### src/ipf_defines.svh
/*
  Constants for the interrupt priority field bank: bus widths, register
  offsets, field positions, reset values and the priority encoding.
  Assumes it is included by its bare name by the package and the modules.
*/
`ifndef IPF_DEFINES_SVH
`define IPF_DEFINES_SVH

// ************************************************************
// Bus geometry
// ************************************************************
`define IPF_ADDR_W      12
`define IPF_DATA_W      32
`define IPF_STRB_W      4
`define IPF_LANE_W      8
`define IPF_REG_W       16

// ************************************************************
// Register offsets (byte addresses)
// ************************************************************
`define IPF_OFF_LOWV    12'h000
`define IPF_OFF_CHGT    12'h004
`define IPF_OFF_SER3    12'h008
`define IPF_OFF_STAT    12'h00C

// ************************************************************
// Priority fields
// ************************************************************
`define IPF_PRIO_W      3
`define IPF_NSRC        4
`define IPF_PRIO_RST    3'h4
`define IPF_PRIO_OFF    3'h0
`define IPF_PRIO_MAX    3'h7
`define IPF_LSB_LOWV    0
`define IPF_LSB_CHGT    4
`define IPF_LSB_S3RX    8
`define IPF_LSB_S3TX    12

// Source indices
`define IPF_SRC_LOWV    0
`define IPF_SRC_CHGT    1
`define IPF_SRC_S3RX    2
`define IPF_SRC_S3TX    3

`endif

### src/ipf_pkg.sv
/*
  Types for the interrupt priority field bank: bus state machine and the
  per-source configuration carriers.
  Assumes ipf_defines.svh is on the include path.
*/
`include "ipf_defines.svh"

package ipf_pkg;

  // ************************************************************
  // Bus handshake states, Gray along idle, setup, respond
  // ************************************************************
  typedef enum logic [1:0]
  {
    IPF_ST_IDLE  = 2'b00,
    IPF_ST_SETUP = 2'b01,
    IPF_ST_RESP  = 2'b11
  } ipf_apb_st_t;

  // ************************************************************
  // Per-source configuration
  // ************************************************************
  typedef struct packed
  {
    logic [`IPF_PRIO_W-1:0] prio;
    logic                   enabled;
  } ipf_src_cfg_t;

  typedef struct packed
  {
    ipf_src_cfg_t low_volt;
    ipf_src_cfg_t charge_time;
    ipf_src_cfg_t serial3_rx;
    ipf_src_cfg_t serial3_tx;
  } ipf_cfg_vec_t;

endpackage

### src/ipf_field.sv
/*
  One 3-bit interrupt priority field with its enable flag.
  Assumes a synchronous active-high reset and a one-cycle write strobe.
*/
`timescale 1ns/1ps

`include "ipf_defines.svh"

module ipf_field
  import ipf_pkg::*;
(
  // Clock and reset
  input  wire logic                   sys_clk,
  input  wire logic                   srst,
  // Write side
  input  wire logic                   wr_en,
  input  wire logic [`IPF_PRIO_W-1:0] wr_val,
  // Field state
  output logic      [`IPF_PRIO_W-1:0] prio_q,
  output logic                        enabled_q
);

  logic [`IPF_PRIO_W-1:0] prio_d;
  logic                   enabled_d;

  always_comb
  begin
    prio_d    = prio_q;
    enabled_d = enabled_q;
    if (srst)
    begin
      prio_d    = `IPF_PRIO_RST;
      enabled_d = 1'b1;
    end
    else if (wr_en)
    begin
      prio_d    = wr_val;
      // Zero code parks the source; any other code is a live level
      enabled_d = (wr_val != `IPF_PRIO_OFF);
    end
  end

  always_ff @(posedge sys_clk)
  begin
    prio_q    <= prio_d;
    enabled_q <= enabled_d;
  end

endmodule

### src/ipf_prio_regs.sv
/*
  Interrupt priority field bank behind an APB slave: low-voltage detect,
  charge-time unit and third serial port transmit and receive priorities.
  Assumes an APB master on sys_clk and request inputs synchronous to it.
*/
// The APB slave port and the register addresses are this design's own decisions.
// What this block does
// Low-voltage priority sits in bits 2..0; codes 1..7 are levels 1..7.
// A priority field holding zero disables its source; no request passes.
// Bits 15..3 of the low-voltage register ignore writes, read zero.
// Charge-time priority sits in bits 6..4, same encoding as low-voltage.
// Charge-time register bits 15..7 and 3..0 always read zero.
// Level seven is the highest priority any source may hold.
// Every field resets to level four and reads back the last write that strobed its byte lane.
`timescale 1ns/1ps

`include "ipf_defines.svh"

module ipf_prio_regs
  import ipf_pkg::*;
(
  // Clock and reset
  input  wire logic                  sys_clk,
  input  wire logic                  srst,
  // APB slave
  input  wire logic                  psel,
  input  wire logic                  penable,
  input  wire logic                  pwrite,
  input  wire logic [`IPF_ADDR_W-1:0] paddr,
  input  wire logic [`IPF_DATA_W-1:0] pwdata,
  input  wire logic [`IPF_STRB_W-1:0] pstrb,
  output logic      [`IPF_DATA_W-1:0] prdata,
  output logic                        pready,
  output logic                        pslverr,
  // Raw interrupt requests from the sources
  input  wire logic [`IPF_NSRC-1:0]   src_req,
  // Towards the arbiter
  output ipf_cfg_vec_t                src_cfg,
  output logic      [`IPF_NSRC-1:0]   svc_req,
  output logic                        top_level_req
);

  // ************************************************************
  // Field map
  // ************************************************************
  localparam logic [`IPF_ADDR_W-1:0] FLD_OFF [`IPF_NSRC] =
    '{`IPF_OFF_LOWV, `IPF_OFF_CHGT, `IPF_OFF_SER3, `IPF_OFF_SER3};
  localparam int FLD_LSB [`IPF_NSRC] =
    '{`IPF_LSB_LOWV, `IPF_LSB_CHGT, `IPF_LSB_S3RX, `IPF_LSB_S3TX};

  // Byte lane that carries a field starting at bit lsb
  function automatic logic lane_on(
    input logic [`IPF_STRB_W-1:0] strb,
    input int                     lsb
  );
    int lane;
    lane    = lsb / `IPF_LANE_W;
    lane_on = strb[lane];
  endfunction

  // Exact address compare over all twelve bits, low two bits included
  function automatic logic addr_hit(
    input logic [`IPF_ADDR_W-1:0] addr,
    input logic [`IPF_ADDR_W-1:0] off
  );
    addr_hit = (addr == off);
  endfunction

  // ************************************************************
  // Bus handshake
  // ************************************************************
  ipf_apb_st_t                st_q;
  ipf_apb_st_t                st_d;
  logic [`IPF_DATA_W-1:0]     prdata_q;
  logic [`IPF_DATA_W-1:0]     prdata_d;
  logic                       pready_q;
  logic                       pready_d;
  logic                       pslverr_q;
  logic                       pslverr_d;
  logic                       map_hit;
  logic                       wr_commit;
  logic [`IPF_DATA_W-1:0]     rd_word;

  logic [`IPF_PRIO_W-1:0]     fld_prio [`IPF_NSRC];
  logic [`IPF_NSRC-1:0]       fld_en;
  logic [`IPF_NSRC-1:0]       fld_we;

  assign map_hit = addr_hit(paddr, `IPF_OFF_LOWV) |
                   addr_hit(paddr, `IPF_OFF_CHGT) |
                   addr_hit(paddr, `IPF_OFF_SER3) |
                   addr_hit(paddr, `IPF_OFF_STAT);

  // Writes land only on the edge that completes the access
  assign wr_commit = psel & penable & pwrite & pready_q &
                     (st_q == IPF_ST_RESP) & map_hit;

  // Read data is registered on the same edge that raises pready so that every output
  // leaves a flip-flop; nothing else writes the fields in between.
  always_comb
  begin
    st_d      = st_q;
    prdata_d  = prdata_q;
    pready_d  = 1'b0;
    pslverr_d = 1'b0;
    if (srst)
    begin
      st_d     = IPF_ST_IDLE;
      prdata_d = '0;
    end
    else
    begin
      case (st_q)
        IPF_ST_IDLE:
        begin
          if (psel && !penable)
          begin
            st_d = IPF_ST_SETUP;
          end
          else if (psel && penable)
          begin
            st_d      = IPF_ST_RESP;
            pready_d  = 1'b1;
            pslverr_d = ~map_hit;
            prdata_d  = (map_hit && !pwrite) ? rd_word : '0;
          end
        end
        IPF_ST_SETUP:
        begin
          if (psel && penable)
          begin
            st_d      = IPF_ST_RESP;
            pready_d  = 1'b1;
            pslverr_d = ~map_hit;
            prdata_d  = (map_hit && !pwrite) ? rd_word : '0;
          end
          else if (!psel)
          begin
            st_d = IPF_ST_IDLE;
          end
        end
        IPF_ST_RESP:
        begin
          st_d = IPF_ST_IDLE;
        end
        default:
        begin
          st_d = IPF_ST_IDLE;
        end
      endcase
    end
  end

  always_ff @(posedge sys_clk)
  begin
    st_q      <= st_d;
    prdata_q  <= prdata_d;
    pready_q  <= pready_d;
    pslverr_q <= pslverr_d;
  end

  assign prdata  = prdata_q;
  assign pready  = pready_q;
  assign pslverr = pslverr_q;

  // ************************************************************
  // Priority fields
  // ************************************************************
  // Only the field bits are stored, so the unused bits of each register
  // cannot hold anything a write puts there.
  generate
    for (genvar g = 0; g < `IPF_NSRC; g++)
    begin : g_fld
      assign fld_we[g] = wr_commit & addr_hit(paddr, FLD_OFF[g]) &
                         lane_on(pstrb, FLD_LSB[g]);

      ipf_field u_field
      (
        .sys_clk   (sys_clk),
        .srst      (srst),
        .wr_en     (fld_we[g]),
        .wr_val    (pwdata[FLD_LSB[g] +: `IPF_PRIO_W]),
        .prio_q    (fld_prio[g]),
        .enabled_q (fld_en[g])
      );
    end
  endgenerate

  // ************************************************************
  // Read-back
  // ************************************************************
  logic [`IPF_DATA_W-1:0] stat_word;
  logic [`IPF_NSRC-1:0]   svc_req_q;
  logic [`IPF_NSRC-1:0]   svc_req_d;

  always_comb
  begin
    stat_word                  = '0;
    stat_word[`IPF_NSRC-1:0]   = svc_req_q;
    rd_word                    = '0;
    if (addr_hit(paddr, `IPF_OFF_LOWV))
    begin
      // Upper bits stay zero
      rd_word[`IPF_LSB_LOWV +: `IPF_PRIO_W] = fld_prio[`IPF_SRC_LOWV];
    end
    else if (addr_hit(paddr, `IPF_OFF_CHGT))
    begin
      rd_word[`IPF_LSB_CHGT +: `IPF_PRIO_W] = fld_prio[`IPF_SRC_CHGT];
    end
    else if (addr_hit(paddr, `IPF_OFF_SER3))
    begin
      rd_word[`IPF_LSB_S3RX +: `IPF_PRIO_W] = fld_prio[`IPF_SRC_S3RX];
      rd_word[`IPF_LSB_S3TX +: `IPF_PRIO_W] = fld_prio[`IPF_SRC_S3TX];
    end
    else if (addr_hit(paddr, `IPF_OFF_STAT))
    begin
      rd_word = stat_word;
    end
  end

  // ************************************************************
  // Request gating and configuration outputs
  // ************************************************************
  ipf_cfg_vec_t         src_cfg_q;
  ipf_cfg_vec_t         src_cfg_d;
  logic                 top_q;
  logic                 top_d;

  always_comb
  begin
    svc_req_d = '0;
    src_cfg_d = '0;
    top_d     = 1'b0;
    if (!srst)
    begin
      // A disabled source never reaches the arbiter
      svc_req_d = src_req & fld_en;
      src_cfg_d.low_volt.prio       = fld_prio[`IPF_SRC_LOWV];
      src_cfg_d.low_volt.enabled    = fld_en[`IPF_SRC_LOWV];
      src_cfg_d.charge_time.prio    = fld_prio[`IPF_SRC_CHGT];
      src_cfg_d.charge_time.enabled = fld_en[`IPF_SRC_CHGT];
      src_cfg_d.serial3_rx.prio     = fld_prio[`IPF_SRC_S3RX];
      src_cfg_d.serial3_rx.enabled  = fld_en[`IPF_SRC_S3RX];
      src_cfg_d.serial3_tx.prio     = fld_prio[`IPF_SRC_S3TX];
      src_cfg_d.serial3_tx.enabled  = fld_en[`IPF_SRC_S3TX];
      for (int i = 0; i < `IPF_NSRC; i++)
      begin
        // Level seven is the ceiling; flag any live request there
        if (src_req[i] && fld_prio[i] == `IPF_PRIO_MAX)
        begin
          top_d = 1'b1;
        end
      end
    end
  end

  always_ff @(posedge sys_clk)
  begin
    svc_req_q <= svc_req_d;
    src_cfg_q <= src_cfg_d;
    top_q     <= top_d;
  end

  assign svc_req       = svc_req_q;
  assign src_cfg       = src_cfg_q;
  assign top_level_req = top_q;

endmodule

### config.mk
export PLATFORM = sky130hd
export DESIGN_NAME = ipf_prio_regs
export DESIGN_NICKNAME = d
export VERILOG_FILES = /design/src/ipf_pkg.sv /design/src/ipf_field.sv /design/src/ipf_prio_regs.sv
export VERILOG_INCLUDE_DIRS = /design/src /design/src/src
export SDC_FILE = /design/constraint.sdc
export NUM_CORES = 1
export LEC_CHECK = 0
export CORE_MARGIN = 2
export CORE_UTILIZATION = 55
export DETAILED_ROUTE_END_ITERATION = 8
export DONT_BUFFER_PORTS = 1
export PLACE_DENSITY = 0.68
export REMOVE_ABC_BUFFERS = 1
export SYNTH_ARGS = -nofsm -noshare
export SYNTH_HDL_FRONTEND = slang
export SYNTH_SLANG_ARGS = --single-unit
### constraint.sdc
create_clock -name sys_clk -period 2.45 [get_ports sys_clk]
set_input_delay 0.245 -clock sys_clk [delete_from_list [all_inputs] [get_ports sys_clk]]
set_output_delay 0.245 -clock sys_clk [all_outputs]
set_load 0.05 [all_outputs]
==> results.yml <==
floorplan:
  die_w_um: 65.7
  row_count: 22
  top_level_ports: 112
  dieArea_um2: 4310
  core_um2: 3660
  die_h_um: 65.7
  initial_core_util_pct: 57.1
placed_design:
  dp_hpwl_um: 3060
  dp_cells: 245
  place_ws_ns: 0.500
  io_buffers: 0
  gp_congestion: 0.842
worst_hold_path:
  min_path_type: "in -> reg"
sta:
  finalHoldViolations: 0
  worst_pin_slew_ns: 0.587
  period_minus_slack_ns: 1.65
  setup_ws_ns: 0.798
  report.final.slew_viol_count: 0
  slew_headroom_pct: 60.5
  rsz0062_at_grt: "false"
  fin_skew_ns: 0.00514
  tns_ns: 0
  fmax_mhz: 605
  period_share_pct: 67.4
  setup_violations: 0
clocking:
  cts-buffers-inserted: 5
  root_buffer: "clkbuf_8"
  insertion_delay_ns: 0.30
  clk_pin_slew_ns: 0.09
  cts_tree: "yes"
  clk_path_buf_depth: 2
  htreeDepth: 2
  cts_sinks: 54
synthesis:
  synthFlopType: "dfxtp_1"
  synth_edf_count: 0
  yosys_warnings: 0
  syn_area_um2: 2090
  syn_area_per_cell_um2: 10.2
  ys_types: 34
  syn_inst: 204
  synth-async-reset-ratio_pct: 0
  ys_seq_area_share_pct: 51.7
  ys_ff_latch: 54
setup_path:
  cp_cell_sequence: "or4_4 > nor4_4 > and4_1 > mux2_4"
  endpoint_kind: "register"
  crit_path_top_delay_cell: "or4_4"
  required_ns: 2.65
  worstPathMaxFanout: 4
  max_stage_delay_ns: 0.53
  crit_type: "in -> reg"
  cp.arrival_ns: 1.85
  worstSetupStartpointType: "input port"
power_and_ir_drop:
  power.density_nw_per_um2: 724
  power_leakage_nw: 0.815
  irDropWorstVdd_mv: 0.318
cells_and_area:
  layout.cells.most_common: "dfxtp_1"
  fin_nets: 265
  finish.utilization_pct: 59.8
  antenna_cells: 0
  layout_common_cells: "dfxtp_1 (54), nor2b_1 (22), conb_1 (19), nor2_1 (15), mux2i_1 (8)"
  area_growth_pct: 4.73
  drive_gt1_share_pct: 8.61
  stdcell_count: 257
route:
  routedWlPerCell_um: 16.5
  drt-pass1-iter-count: 5
  vias: 1458
  vias_per_cell: 5.67
  drcViolationCount: 0
  wl_um: 4250
  ant_nets: 0
  first_iter_violations: 75
global_route:
  grt_antenna_before_repair: 0
  grt_overflow: 0
  gr-usage-all-layers_pct: 20.5
  grt_pass1_wl_um: 6660
  grt_pass1_vias: 1374
  grt_start_max_net_pins: 38
run_status:
  status: "completed"
flow_run:
  maxCapViolCount: 0
[registers in the layout (all words and copies together) (netlist names)]
name	count
prdata	13
src_cfg	16
pready	1
svc_req	4
g_fld.u_field.enabled_q	4
g_fld.u_field.prio_q	12
top_level_req	1
st_q	2
pslverr	1
[power by group]
part | leakage [nW] | total [W] | switching (W) | internal [W]
Sequential | 0.440 | 0.000937 | 0.0000461 | 0.000891
Clock | 0.0544 | 0.000535 | 0.000276 | 0.000259
Combinational | 0.321 | 0.000112 | 0.0000910 | 0.0000214
Total | 0.815 | 0.00158 | 0.000413 | 0.00117
[layer usage]
metal	GRT usage, %	part of all wire, %	vias up
met2	33.1	46	84
met4	5.47	2.3	0
met5	0	0	-
met3	9.76	11	11
li1	-	-	685
met1	24.4	41	678
[Yosys cell counts (3+ instances only)]
| library cell | count | area share, % |
|---|---|---|
| mux2_4 | 4 | 2.9 |
| buf_4 | 19 | 6.8 |
| nand3_1 | 5 | 1.2 |
| nand2_1 | 7 | 1.3 |
| o21ai_0 | 4 | 0.96 |
| clkbuf_1 | 5 | 0.90 |
| nor2_1 | 15 | 2.7 |
| dfxtp_1 | 54 | 52 |
| nor2b_1 | 22 | 6.6 |
| o21ai_1 | 3 | 0.72 |
| nor4_1 | 6 | 1.8 |
| mux2i_1 | 8 | 3.8 |
| nor3_1 | 3 | 0.72 |
| nand4_1 | 5 | 1.5 |
| a22oi_1 | 3 | 1.1 |
| and2_1 | 5 | 1.5 |
| a21oi_1 | 5 | 1.2 |
| a22o_1 | 6 | 2.5 |
| a32o_1 | 3 | 1.4 |
[repair_timing]
action                                 4_1_cts  5_1_grt
setup buffers                                0        0
gates resized for setup                      0        0
endpoints found under the hold margin        8        5
hold buffers                                 3        1
[metrics by stage]
stage          hold slack [ns]  instance area, µm²  power (W)
4_1_cts                0.00246                2180    0.00160
5_1_grt                0.00332                2190    0.00165
3_5_place_dp             0.321                2040    0.00106
2_1_floorplan            0.314                1970    0.00105
6_report                0.0201                2190    0.00158
3_3_place_gp             0.323                2040    0.00106
[area by class of cell]
type	count	area [µm²]
tap	48	60.1
clock inverter	1	8.76
timing repair buffer	6	55.1
multi-input combinational	139	881
fill	325	1470
clock buffer	7	96.3
sequential	54	1080
inverter	2	7.51
[final timing paths]
path / startpoint / to / slack, ns / cells past startpoint
worst min-delay path: srst / src_cfg[12] / 0.02 / 1
worst max-delay path: paddr[7] / g_fld[0].u_field.prio_q[0] / 0.80 / 4
worst max register to register: st_q[1] / g_fld[0].u_field.prio_q[0] / 0.84 / 4
worst min register to register: st_q[1] / st_q[0] / 0.47 / 1
[cell families (layout without fill, tap and decap cells)]
logic type	Yosys count	in the layout	share of synthesized area [%]
compound gates	25	25	8.32
buf+inv	29	16	9.40
flops	54	54	51.7
mux	12	12	6.70
other cells	1	19	0.179
simple gates	83	83	23.7
[critical path, delay by kind of cell]
kind | cells | cell delay (ns)
multiplexers | 1 | 0.33
AND/OR/NAND/NOR | 3 | 1.28
Power figures use the tool's default switching activity.
